File: src/hdl/vpp_map.svh
// Register offsets, field positions, reset values and packet codes
`ifndef VPP_MAP_SVH
`define VPP_MAP_SVH
`define VPP_OFF_CTRL      12'h000
`define VPP_OFF_GAP       12'h004
`define VPP_OFF_STATUS    12'h008
`define VPP_OFF_WIDTH     12'h00c
`define VPP_OFF_HEIGHT    12'h010
`define VPP_OFF_INTL      12'h014
`define VPP_OFF_VIDCNT    12'h018
`define VPP_OFF_CTLCNT    12'h01c
`define VPP_OFF_ANCCNT    12'h020
`define VPP_OFF_OTHCNT    12'h024
`define VPP_OFF_MISSCNT   12'h028
`define VPP_CTRL_EN_BIT   0
`define VPP_CTRL_RST      1'b1
`define VPP_GAP_RST       16'h0000
`define VPP_ST_INPKT_BIT  0
`define VPP_ST_PEND_BIT   1
`define VPP_ST_KIND_LSB   4
`define VPP_ST_LEVEL_LSB  8
`define VPP_TYPE_VIDEO    4'h0
`define VPP_TYPE_CTRL     4'hf
`define VPP_TYPE_ANC_DEF  4'hc
`define VPP_NIB_BITS      4
`define VPP_NIB_TOTAL     4'h9
`define VPP_ANC_CODE0     32'h0000_0000
`define VPP_ANC_CODE1     32'h0000_03ff
`define VPP_READY_LAT     1
`endif

File: src/hdl/vpp_pkg.sv
// Types shared by the video packet port
package vpp_pkg;
    typedef enum logic [2:0] {
        KIND_IDLE,
        KIND_VIDEO,
        KIND_CTRL,
        KIND_ANC,
        KIND_OTHER
    } vpp_kind_t;
endpackage : vpp_pkg

File: src/hdl/vpp_beat_mem.sv
// Beat store with registered read data
`timescale 1ns/1ps
module vpp_beat_mem #(
    parameter int WIDTH = 22,
    parameter int DEPTH = 8,
    parameter int AW    = 3
) (
    input  wire logic             clk,
    input  wire logic             wr_en,
    input  wire logic [AW-1:0]    wr_addr,
    input  wire logic [WIDTH-1:0] wr_data,
    input  wire logic             rd_en,
    input  wire logic [AW-1:0]    rd_addr,
    output logic      [WIDTH-1:0] rd_data
);
    logic [WIDTH-1:0] mem [DEPTH];

    always_ff @(posedge clk)
    begin
        if (wr_en)
        begin
            mem[wr_addr] <= wr_data;
        end
    end

    // Read data held until the next read, so the output stays stable under stall
    always_ff @(posedge clk)
    begin
        if (rd_en)
        begin
            rd_data <= mem[rd_addr];
        end
    end
endmodule : vpp_beat_mem

File: src/hdl/vpp_packet_port.sv
// Video packet port: forwards packets din to dout with width conversion
`timescale 1ns/1ps
`include "vpp_map.svh"
module vpp_packet_port #(
    parameter int         IN_BPS   = 10,
    parameter int         OUT_BPS  = 10,
    parameter int         SYMS     = 2,
    parameter int         DEPTH    = 8,
    parameter logic [3:0] ANC_TYPE = `VPP_TYPE_ANC_DEF
) (
    input  wire logic                    clk,
    input  wire logic                    rst_n,
    input  wire logic                    psel,
    input  wire logic                    penable,
    input  wire logic                    pwrite,
    input  wire logic [11:0]             paddr,
    input  wire logic [31:0]             pwdata,
    output logic      [31:0]             prdata,
    output logic                         pready,
    output logic                         pslverr,
    input  wire logic                    din_valid,
    input  wire logic [IN_BPS*SYMS-1:0]  din_data,
    input  wire logic                    din_sop,
    input  wire logic                    din_eop,
    output logic                         din_ready,
    output logic                         dout_valid,
    output logic [OUT_BPS*SYMS-1:0]      dout_data,
    output logic                         dout_sop,
    output logic                         dout_eop,
    input  wire logic                    dout_ready,
    output vpp_pkg::vpp_kind_t           pkt_kind
);
    import vpp_pkg::*;

    localparam int IW = IN_BPS * SYMS;
    localparam int OW = OUT_BPS * SYMS;
    localparam int MW = OW + 2;
    localparam int AW = $clog2(DEPTH);
    localparam int CW = AW + 1;
    localparam logic [CW-1:0] HI_MARK = CW'(DEPTH - 2 - `VPP_READY_LAT);

    logic            din_ready_q;
    logic            rdy_seen_q;
    logic            dout_valid_q;
    vpp_kind_t       kind_q;
    vpp_kind_t       kind_now;
    logic            accept;
    logic            body;
    logic            ctrl_en_q;
    logic [15:0]     gap_cfg_q;
    logic [15:0]     gap_q;
    logic [AW-1:0]   wr_ptr_q;
    logic [AW-1:0]   rd_ptr_q;
    logic [CW-1:0]   count_q;
    logic            rd_en;
    logic [MW-1:0]   wr_word;
    logic [MW-1:0]   rd_word;
    logic [3:0]      nib_q;
    logic [3:0]      nib_d;
    logic [15:0]     pw_q;
    logic [15:0]     pw_d;
    logic [15:0]     ph_q;
    logic [15:0]     ph_d;
    logic [3:0]      pi_q;
    logic [3:0]      pi_d;
    logic            pend_q;
    logic [15:0]     pend_w_q;
    logic [15:0]     pend_h_q;
    logic [3:0]      pend_i_q;
    logic [15:0]     act_w_q;
    logic [15:0]     act_h_q;
    logic [3:0]      act_i_q;
    logic [1:0]      hist_q;
    logic [1:0]      hist_d;
    logic [15:0]     anc_hits;
    logic [15:0]     vid_cnt_q;
    logic [15:0]     ctl_cnt_q;
    logic [15:0]     anc_cnt_q;
    logic [15:0]     oth_cnt_q;
    logic [15:0]     miss_cnt_q;
    logic            bus_do;
    logic            bus_hit;
    logic [31:0]     bus_rd;

    function automatic vpp_kind_t kind_of(input logic [3:0] t);
        if (t == `VPP_TYPE_VIDEO)
            return KIND_VIDEO;
        else if (t == `VPP_TYPE_CTRL)
            return KIND_CTRL;
        else if (t == ANC_TYPE)
            return KIND_ANC;
        else
            return KIND_OTHER;
    endfunction : kind_of

    // Video keeps the MSBs, other symbols keep the LSBs
    function automatic logic [OW-1:0] conv_beat(input logic [IW-1:0] d, input logic vid);
        logic [OW-1:0] r;
        int            idx;
        r = '0;
        for (int s = 0; s < SYMS; s++)
        begin
            for (int b = 0; b < OUT_BPS; b++)
            begin
                idx = vid ? b + IN_BPS - OUT_BPS : b;
                if (idx >= 0 && idx < IN_BPS)
                    r[s*OUT_BPS+b] = d[s*IN_BPS+idx];
            end
        end
        return r;
    endfunction : conv_beat

    always_ff @(posedge clk or negedge rst_n)
    begin
        if (!rst_n)
            rdy_seen_q <= 1'b0;
        else
            rdy_seen_q <= din_ready_q;
    end

    assign accept   = din_valid & rdy_seen_q;
    assign kind_now = din_sop ? kind_of(din_data[3:0]) : kind_q;
    assign body     = accept & ~din_sop;

    always_ff @(posedge clk or negedge rst_n)
    begin
        if (!rst_n)
            kind_q <= KIND_IDLE;
        else if (accept && din_eop)
            kind_q <= KIND_IDLE;
        else if (accept && din_sop)
            kind_q <= kind_now;
    end

    always_ff @(posedge clk or negedge rst_n)
    begin
        if (!rst_n)
            pkt_kind <= KIND_IDLE;
        else
            pkt_kind <= kind_q;
    end

    assign wr_word = {din_sop, din_eop,
                      conv_beat(din_data, body && kind_q == KIND_VIDEO)};

    always_ff @(posedge clk or negedge rst_n)
    begin
        if (!rst_n)
            gap_q <= 16'h0000;
        else if (accept && din_eop && kind_now == KIND_VIDEO)
            gap_q <= gap_cfg_q;
        else if (gap_q != 16'h0000)
            gap_q <= gap_q - 16'h0001;
    end

    // Margin covers the beats already in flight under the ready latency
    always_ff @(posedge clk or negedge rst_n)
    begin
        if (!rst_n)
            din_ready_q <= 1'b0;
        else
            din_ready_q <= ctrl_en_q && gap_q == 16'h0000 && count_q <= HI_MARK;
    end
    assign din_ready = din_ready_q;

    // Read only when sink was ready
    assign rd_en = (count_q != '0) & dout_ready;

    always_ff @(posedge clk or negedge rst_n)
    begin
        if (!rst_n)
        begin
            wr_ptr_q <= '0;
            rd_ptr_q <= '0;
            count_q  <= '0;
        end
        else
        begin
            if (accept)
                wr_ptr_q <= wr_ptr_q + AW'(1);
            if (rd_en)
                rd_ptr_q <= rd_ptr_q + AW'(1);
            count_q <= count_q + CW'(accept) - CW'(rd_en);
        end
    end

    vpp_beat_mem #(
        .WIDTH (MW),
        .DEPTH (DEPTH),
        .AW    (AW)
    ) u_mem (
        .clk     (clk),
        .wr_en   (accept),
        .wr_addr (wr_ptr_q),
        .wr_data (wr_word),
        .rd_en   (rd_en),
        .rd_addr (rd_ptr_q),
        .rd_data (rd_word)
    );

    always_ff @(posedge clk or negedge rst_n)
    begin
        if (!rst_n)
            dout_valid_q <= 1'b0;
        else
            dout_valid_q <= rd_en;
    end
    assign dout_valid = dout_valid_q;
    // Parallelism kept, last beat already full
    assign dout_data  = rd_word[OW-1:0];
    assign dout_eop   = rd_word[OW];
    assign dout_sop   = rd_word[OW+1];

    always_comb
    begin
        nib_d = nib_q;
        pw_d  = pw_q;
        ph_d  = ph_q;
        pi_d  = pi_q;
        if (body && kind_q == KIND_CTRL)
        begin
            for (int s = 0; s < SYMS; s++)
            begin
                case (nib_d)
                    4'h0: pw_d[15:12] = din_data[s*IN_BPS +: `VPP_NIB_BITS];
                    4'h1: pw_d[11:8]  = din_data[s*IN_BPS +: `VPP_NIB_BITS];
                    4'h2: pw_d[7:4]   = din_data[s*IN_BPS +: `VPP_NIB_BITS];
                    4'h3: pw_d[3:0]   = din_data[s*IN_BPS +: `VPP_NIB_BITS];
                    4'h4: ph_d[15:12] = din_data[s*IN_BPS +: `VPP_NIB_BITS];
                    4'h5: ph_d[11:8]  = din_data[s*IN_BPS +: `VPP_NIB_BITS];
                    4'h6: ph_d[7:4]   = din_data[s*IN_BPS +: `VPP_NIB_BITS];
                    4'h7: ph_d[3:0]   = din_data[s*IN_BPS +: `VPP_NIB_BITS];
                    4'h8: pi_d        = din_data[s*IN_BPS +: `VPP_NIB_BITS];
                    default: ;
                endcase
                if (nib_d < `VPP_NIB_TOTAL)
                    nib_d = nib_d + 4'h1;
            end
        end
    end

    always_ff @(posedge clk or negedge rst_n)
    begin
        if (!rst_n)
        begin
            nib_q <= 4'h0;
            pw_q  <= 16'h0000;
            ph_q  <= 16'h0000;
            pi_q  <= 4'h0;
        end
        else if (accept && din_sop)
            nib_q <= 4'h0;
        else
        begin
            nib_q <= nib_d;
            pw_q  <= pw_d;
            ph_q  <= ph_d;
            pi_q  <= pi_d;
        end
    end

    always_ff @(posedge clk or negedge rst_n)
    begin
        if (!rst_n)
        begin
            pend_q   <= 1'b0;
            pend_w_q <= 16'h0000;
            pend_h_q <= 16'h0000;
            pend_i_q <= 4'h0;
        end
        else if (body && din_eop && kind_q == KIND_CTRL && nib_d == `VPP_NIB_TOTAL)
        begin
            pend_q   <= 1'b1;
            pend_w_q <= pw_d;
            pend_h_q <= ph_d;
            pend_i_q <= pi_d;
        end
        else if (accept && din_sop && kind_now == KIND_VIDEO)
            pend_q <= 1'b0;
    end

    // Missing control: keep settings, flip field bit 2 when bit 3 is set
    always_ff @(posedge clk or negedge rst_n)
    begin
        if (!rst_n)
        begin
            act_w_q <= 16'h0000;
            act_h_q <= 16'h0000;
            act_i_q <= 4'h0;
        end
        else if (accept && din_sop && kind_now == KIND_VIDEO)
        begin
            if (pend_q)
            begin
                act_w_q <= pend_w_q;
                act_h_q <= pend_h_q;
                act_i_q <= pend_i_q;
            end
            else if (act_i_q[3])
                act_i_q[2] <= ~act_i_q[2];
        end
    end

    always_comb
    begin
        hist_d   = hist_q;
        anc_hits = 16'h0000;
        if (body && kind_q == KIND_ANC)
        begin
            for (int s = 0; s < SYMS; s++)
            begin
                if (32'(din_data[s*IN_BPS +: IN_BPS]) == `VPP_ANC_CODE1 && hist_d == 2'd2)
                begin
                    anc_hits = anc_hits + 16'h0001;
                    hist_d   = 2'd0;
                end
                else if (32'(din_data[s*IN_BPS +: IN_BPS]) == `VPP_ANC_CODE1 && hist_d == 2'd1)
                    hist_d = 2'd2;
                else if (32'(din_data[s*IN_BPS +: IN_BPS]) == `VPP_ANC_CODE0)
                    hist_d = 2'd1;
                else
                    hist_d = 2'd0;
            end
        end
    end

    always_ff @(posedge clk or negedge rst_n)
    begin
        if (!rst_n)
            hist_q <= 2'd0;
        else if (accept && din_sop)
            hist_q <= 2'd0;
        else
            hist_q <= hist_d;
    end

    always_ff @(posedge clk or negedge rst_n)
    begin
        if (!rst_n)
        begin
            vid_cnt_q  <= 16'h0000;
            ctl_cnt_q  <= 16'h0000;
            anc_cnt_q  <= 16'h0000;
            oth_cnt_q  <= 16'h0000;
            miss_cnt_q <= 16'h0000;
        end
        else
        begin
            anc_cnt_q <= anc_cnt_q + anc_hits;
            if (accept && din_sop)
            begin
                case (kind_now)
                    KIND_VIDEO:
                    begin
                        vid_cnt_q <= vid_cnt_q + 16'h0001;
                        if (!pend_q)
                            miss_cnt_q <= miss_cnt_q + 16'h0001;
                    end
                    KIND_CTRL: ctl_cnt_q <= ctl_cnt_q + 16'h0001;
                    KIND_ANC, KIND_OTHER: oth_cnt_q <= oth_cnt_q + 16'h0001;
                    default: ;
                endcase
            end
        end
    end

    // APB: one wait state, write lands on the edge that sees pready
    assign bus_do = psel & penable & pready;

    always_comb
    begin
        bus_hit = 1'b1;
        bus_rd  = 32'h0000_0000;
        case (paddr)
            `VPP_OFF_CTRL:    bus_rd[`VPP_CTRL_EN_BIT] = ctrl_en_q;
            `VPP_OFF_GAP:     bus_rd[15:0] = gap_cfg_q;
            `VPP_OFF_STATUS:
            begin
                bus_rd[`VPP_ST_INPKT_BIT] = kind_q != KIND_IDLE;
                bus_rd[`VPP_ST_PEND_BIT]  = pend_q;
                bus_rd[`VPP_ST_KIND_LSB +: 3] = kind_q;
                bus_rd[`VPP_ST_LEVEL_LSB +: CW] = count_q;
            end
            `VPP_OFF_WIDTH:   bus_rd[15:0] = act_w_q;
            `VPP_OFF_HEIGHT:  bus_rd[15:0] = act_h_q;
            `VPP_OFF_INTL:    bus_rd[3:0]  = act_i_q;
            `VPP_OFF_VIDCNT:  bus_rd[15:0] = vid_cnt_q;
            `VPP_OFF_CTLCNT:  bus_rd[15:0] = ctl_cnt_q;
            `VPP_OFF_ANCCNT:  bus_rd[15:0] = anc_cnt_q;
            `VPP_OFF_OTHCNT:  bus_rd[15:0] = oth_cnt_q;
            `VPP_OFF_MISSCNT: bus_rd[15:0] = miss_cnt_q;
            default:          bus_hit = 1'b0;
        endcase
    end

    always_ff @(posedge clk or negedge rst_n)
    begin
        if (!rst_n)
        begin
            pready  <= 1'b0;
            prdata  <= 32'h0000_0000;
            pslverr <= 1'b0;
        end
        else
        begin
            pready  <= psel & penable & ~pready;
            pslverr <= psel & penable & ~pready & ~bus_hit;
            if (psel && penable && !pready && !pwrite)
                prdata <= bus_rd;
        end
    end

    // Enable low drains the buffer but stops new beats
    always_ff @(posedge clk or negedge rst_n)
    begin
        if (!rst_n)
        begin
            ctrl_en_q <= `VPP_CTRL_RST;
            gap_cfg_q <= `VPP_GAP_RST;
        end
        else if (bus_do && pwrite)
        begin
            if (paddr == `VPP_OFF_CTRL)
                ctrl_en_q <= pwdata[`VPP_CTRL_EN_BIT];
            if (paddr == `VPP_OFF_GAP)
                gap_cfg_q <= pwdata[15:0];
        end
    end
endmodule : vpp_packet_port

File: config.mk
export PLATFORM = sky130hd
export DESIGN_NAME = vpp_packet_port
export DESIGN_NICKNAME = d
export VERILOG_FILES = /design/src/hdl/vpp_pkg.sv /design/src/hdl/vpp_beat_mem.sv /design/src/hdl/vpp_packet_port.sv
export VERILOG_INCLUDE_DIRS = /design/src /design/src/hdl
export SDC_FILE = /design/constraint.sdc
export NUM_CORES = 1
export LEC_CHECK = 0
export ABC_CLOCK_PERIOD_IN_PS = 4000
export BUFFER_PORTS_ARGS = -buffer_cell sky130_fd_sc_hd__buf_4
export CORE_MARGIN = 1.5
export CORE_UTILIZATION = 60
export CTS_CLUSTER_SIZE = 8
export DETAILED_ROUTE_END_ITERATION = 12
export HOLD_SLACK_MARGIN = 0.15
export PLACE_DENSITY = 0.79
export SYNTH_ARGS = -nofsm -noshare
export SYNTH_HDL_FRONTEND = slang
export SYNTH_SLANG_ARGS = --single-unit
File: constraint.sdc
create_clock -name clk -period 4 [get_ports clk]
set_input_delay 0.8 -clock clk [delete_from_list [all_inputs] [get_ports clk]]
set_output_delay 0.8 -clock clk [all_outputs]
set_load 0.02 [all_outputs]
### Yosys cells after proc, flatten, opt, wreduce, memory -nomap -nowiden

Memory sizes are Yosys's and may differ from the RTL's. A register that Yosys moved wholly into a read port is not among the register bits.
Index checks and enable logic that the tools add are counted.

| cells by class | value |
|---|---|
| equal/unequal tests | 41 |
| mux-type cells | 61 |
| bitwise logic cells | 12 |
| add/subtract/negate cells | 13 |
| $lt $le $gt $ge | 3 |
| reductions and logical operators | 46 |

Operator list:

| kind | count |
|---|---|
| 2-to-1 mux 16 bit | 7 |
| 2-to-1 mux 4 bit | 24 |
| adder 16 x 1 -> 16 bit, second input constant | 5 |
| equality test 12 x 5 -> 1 bit, second input constant | 4 |
| equality test 12 x 6 -> 1 bit, second input constant | 3 |
| case mux 4 bit (9 select lines) | 1 |
| equality test 4 x 3 -> 1 bit, second input constant | 8 |
| case mux 4 bit (8 select lines) | 1 |
| case mux 3 bit (9 select lines) | 1 |
| equality test 12 x 4 -> 1 bit, second input constant | 2 |
| equality test 10 bit, second input constant | 2 |
| equality test 4 bit, second input constant | 5 |
| zero test 10 bit | 2 |
| logical AND 1 bit | 19 |
| 2-to-1 mux 3 bit | 6 |
| case mux 2 bit (9 select lines) | 1 |
| adder 16 bit | 1 |
| equality test 4 x 2 -> 1 bit, second input constant | 4 |
| zero test 16 bit | 1 |
| nonzero test 16 bit | 1 |
| subtractor 16 x 1 -> 16 bit, second input constant | 1 |
| 2-to-1 mux 2 bit | 7 |
| AND reduction 2 bit | 7 |
| equality test 12 x 3 -> 1 bit, second input constant | 1 |
| 27 further kinds | 62 |

| word-level totals | value |
|---|---|
| memories kept | 1 |
| output and inout port bits | 61 |
| register bits after elaboration | 265 |
| input port bits | 73 |
| bits in writable memories | 176 |
| word-level logic and storage cells | 209 |

Memories:

| memory | words | width | read ports | clocked after Yosys merged registers in | wr ports | RTL line | RTL |
|---|---|---|---|---|---|---|---|
| u_mem.mem | 8 | 22 | 1 | 1 | 1 | vpp_beat_mem.sv:16 | `logic [WIDTH-1:0] mem [DEPTH];` |

### Longest topological paths before layout

| depth | value |
|---|---|
| depth in word-level cells | 11 |
| mapped depth | 14 |
| mapped depth without buffers | 13 |

### Hierarchy

From an unflattened synthesis, not the netlist that was laid out.

| second synthesis, totals | value |
|---|---|
| cells, all modules | 1566 |
| area, all modules | 21097.7 µm² |

Modules (own cells, without submodules):

| module | sequential area each (µm²) | instances | area an instance (µm²) | cells each |
|---|---|---|---|---|
| vpp_packet_port | 6632.6 | 1 | 13628.1 | 1277 |
| vpp_beat_mem | 5945.7 | 1 | 7469.7 | 289 |

### Worst setup path after synthesis

Ideal clock, no wire load.

| timing path | value |
|---|---|
| path kind | input to register |
| start point | input port din_valid |
| end point | memory u_mem.mem[0][0] (enable) |
| path slack | 0.272 ns |
| stages on the path | 3 |
| path buffers | 1 |
| arrival | 3.271 ns |
| cells stage by stage | nand2_1 clkbuf_1 nor4_1 |

| between the ends | value |
|---|---|
| cells in the longest elaborated chain, start to end | 3 |

RTL lines:

| what | RTL line | RTL |
|---|---|---|
| start, declared | vpp_packet_port.sv:21 | `input wire logic din_valid,` |
| bitwise AND 1 bit | vpp_packet_port.sv:121 | `assign accept = din_valid & rdy_seen_q;` |
| 2-to-1 mux 1 bit | vpp_beat_mem.sv:20 | `if (wr_en)` |
| 2-to-1 mux 1 bit (implied by the code) | vpp_beat_mem.sv:22 | `mem[wr_addr] <= wr_data;` |
| end, declared | vpp_beat_mem.sv:16 |  |

Every way passes these cells.

### Worst setup path after layout

| timing path | value |
|---|---|
| start point | input port din_data[3] |
| end point | register anc_cnt_q[12] |

| between the ends | value |
|---|---|
| cells in the longest elaborated chain, start to end | 10 |
| elaborated cells on any way between the ends | 16 |
| classes of those cells | add/sub: 2; eq/ne: 2; mux: 8; reduce/logical: 4 |

RTL lines:

| what | RTL line | RTL |
|---|---|---|
| start, declared | vpp_packet_port.sv:22 | `input wire logic [IN_BPS*SYMS-1:0] din_data,` |
| parallel branches: the longest is 7 deep, another holds adder 16 x 1 -> 16 bit | -- |  |
| 2-to-1 mux 16 bit * | vpp_packet_port.sv:312 | `` if (32'(din_data[s*IN_BPS +: IN_BPS]) == `VPP_ANC_CODE1 && hist_d == 2'd2) `` |
| 2-to-1 mux 16 bit * | vpp_packet_port.sv:308 | `if (body && kind_q == KIND_ANC)` |
| adder 16 bit * | vpp_packet_port.sv:349 | `anc_cnt_q <= anc_cnt_q + anc_hits;` |
| end signal, assigned | vpp_packet_port.sv:349 |  |
| end, declared | vpp_packet_port.sv:78 | `logic [15:0] anc_cnt_q;` |

Mark *: on every way between the ends. The select of a mux whose other input is x is not followed.
A chain may end at the register's enable or synchronous reset.

==> impl_results.md <==
* Worst path arrival time at 3.91 ns
* Total gr overflow at 0
* PD cells at 522 nW/um2
* Final worst setup slack at 0.532 ns
* Placed instance area at 21700 um2
* Via count at 13500
* Gp weighted congestion at 0.919
* Final clock skew at 0.0334 ns
* Core Rows at 67
* Cell variety after synth at 69
* Final setup TNS at 0 ns
* Post-synthesis sequential area ratio at 0.619
* Post-detail-place hpwl at 32.4 mm
* Num CTS Buffers at 67
* Tightest Pin Transition at 0.826 ns
* Htree depth at 3
* Post-Syn Instances at 1504
* Rel. slew slack at 0.448
* Synthesized area per cell at 13.5 um2
* Hold buffers post-CTS at 0
* Worst VDD drop at 438 uV
* Clock tree buffer depth at 3
* Kind of critical path: in2reg
* Number of diodes at 0
* Setup Fix Bufs, Post-CTS at 0
* IO buf count at 101
* # DRC at 0
* Post-layout min period at 3.47 ns
* Initial Utilization at 0.608
* Crit end category: register
* Synth top area share at 0.325
* Synth top cells by count: dfrtp_1 (264), edfxtp_1 (198), mux2_2 (107)
* Post-synth top area cell: dfrtp_1
* Worst skew pair latency at 0.58 ns
* Design Area, Final at 23700 um2
* Vias/cell at 6.33
* Worst Setup Start Kind: input port
* Area growth, synth to finish at 16.5%
* Post-synth ARST share at 0.572
* Initial antenna violation count at 1
* Number of enable flip-flop cells after synthesis at 198
* GR Util All Layers at 0.294
* WL/cell at 23.7 um
* Detailed Route Iter0 Violations at 1324
* Root Buffer: clkbuf_16
* Top-count cell post-synth: dfrtp_1
* HP Class: in2async
* Pins Over Slew Limit at 0
* Die ar. at 35000 um2
* Die height at 187 um
* Num ports at 134
* CTS tree: built
* Post-CTS resize count at 0
* Die Width at 187 um
* Pre-CTS setup slack at 0.0350 ns
* Syn Std Cell Area at 20300 um2
* Pleak at 9.76 nW
* Status: finished clean
* Top FF cell, synth: dfrtp_1
* Synth Warn # at 0
* Final ANT Viol Nets at 0
* Final setup violation count at 0
* Worst Path Max Fanout at 22
* DR pass1 iterations at 6
* Clock slew at reported path FFs at 0.05 ns
* Total Wirelength at 50.5 mm
* CORE AREA at 33400 um2
* First-pass GRT wire length at 78.2 mm
* Max_cap viols at 0
* WHS at 0.238 ns
* Pin count of the biggest net entering global routing at 90
* Vias in the first global route at 13535
* RSZ-0062 raised after global routing: no
* Synth area leaders: dfrtp_1 (32%), edfxtp_1 (29%), mux2_2 (5.9%), mux4_2 (5.0%), xnor2_1 (3.1%)
* FMAX at 288 MHz
* Final hold vios at 0
* Layout cell share with drive strength beyond 1 at 0.231
* Tcrit/Tclk final at 0.867
* Crit path required time at 4.44 ns
* Clock sinks at 463
* # nets final at 1740
* #FFs+latches synth at 463
==> cell usage in the layout (no fill, tap or decap), types with 24 or more instances in the layout <==
master / count
mux2_2: 107
dfrtp_1: 262
clkbuf_16: 67
a22oi_1: 24
nor2_1: 74
xor2_1: 26
mux4_2: 45
nand4_1: 29
edfxtp_1: 198
o22ai_1: 44
o21ai_0: 39
xnor2_1: 71
inv_1: 45
clkbuf_1: 35
mux2i_1: 44
nand2_1: 101
buf_4: 136
nand3_1: 51
a21oi_1: 37
==> flip-flops by register name, summed over array words and instances (netlist names), 16 cells and up <==
name / flops
act_w_q: 16
ctl_cnt_q: 16
ph_q: 16
u_mem.rd_data: 22
pend_h_q: 16
miss_cnt_q: 16
pw_q: 16
pend_w_q: 16
anc_cnt_q: 16
gap_cfg_q: 16
vid_cnt_q: 16
u_mem.mem: 176
prdata: 16
oth_cnt_q: 16
gap_q: 16
act_h_q: 16
==> per-stage QoR <==
stage,std cells,power [mW],utilization
finish,2133,12.4,0.708
floorplan,1519,6.55,-
global route,2133,12.7,0.708
global placement,2024,7.13,0.649
CTS,2133,12.4,0.708
detailed placement,2024,7.19,0.649
==> layer usage <==
metal  track usage  vias to the layer above  wire, um
met2         0.464                      659     24100
met1         0.401                     6830     20200
met3        0.0649                      144      4350
met5             0                        -        10
li1              -                     5865         -
met4         0.116                        2      1820
==> worst paths after layout <==
kind                                            from                         end  slack [ns]  cells after the start
max                                      din_data[3]     anc_cnt_q[12]$_DFF_PN0_        0.53                     14
min reg2reg                vid_cnt_q[15]$_DFFE_PN0P_   vid_cnt_q[15]$_DFFE_PN0P_        0.47                      1
min in group clk                          pwdata[14]   gap_cfg_q[14]$_DFFE_PN0P_        0.46                      2
min                                            rst_n  miss_cnt_q[11]$_DFFE_PN0P_        0.24                      1
max reg2reg                       nib_q[0]$_DFF_PN0_     pend_h_q[2]$_DFFE_PN0P_        0.84                      9
max in group asynchronous                      rst_n     rd_ptr_q[0]$_DFFE_PN0P_        2.82                      2
==> where the power goes <==
part | switching (mW) | leakage (nW) | internal [mW]
clock | 2.08 | 0.932 | 3.14
sequential | 0.207 | 5.29 | 5.20
combinational | 0.859 | 3.53 | 0.870
total | 3.15 | 9.76 | 9.21
==> area by class of cell <==
cell class	instances	area (um2)
clock buffers	102	1810
clock inverters	7	155
fillers	2180	9760
inverters	45	169
multi-input cells	927	7300
flip-flops and latches	463	12600
well taps	448	561
repair buffers	141	1120
==> worst max-delay path: stages <==
cell and delay (ns):
buf_4 0.26, nand4_1 0.28, nor3_1 0.53, and4b_1 0.28
ha_1 0.12, and2_1 0.15, ha_1 0.18, inv_1 0.06
fa_1 0.40, nor2_1 0.18, and3_1 0.26, nor2b_1 0.20
nand2_1 0.08, xnor2_1 0.13
==> kinds of logic (layout without fill, tap and decap cells) <==
kind of cell | after synthesis | in the layout | share of synthesized area
AOI/OAI and AO/OA | 216 | 216 | 0.0707
xor gates and xnor gates | 97 | 97 | 0.0418
adders and majority gates | 22 | 22 | 0.0143
buffers and inverters | 129 | 295 | 0.0281
DFF | 463 | 463 | 0.619
muxes | 200 | 200 | 0.133
other | 1 | 16 | 0.000184
and+or+nand+nor | 376 | 376 | 0.0934
No activity file was read; power rests on OpenSTA's default activity.
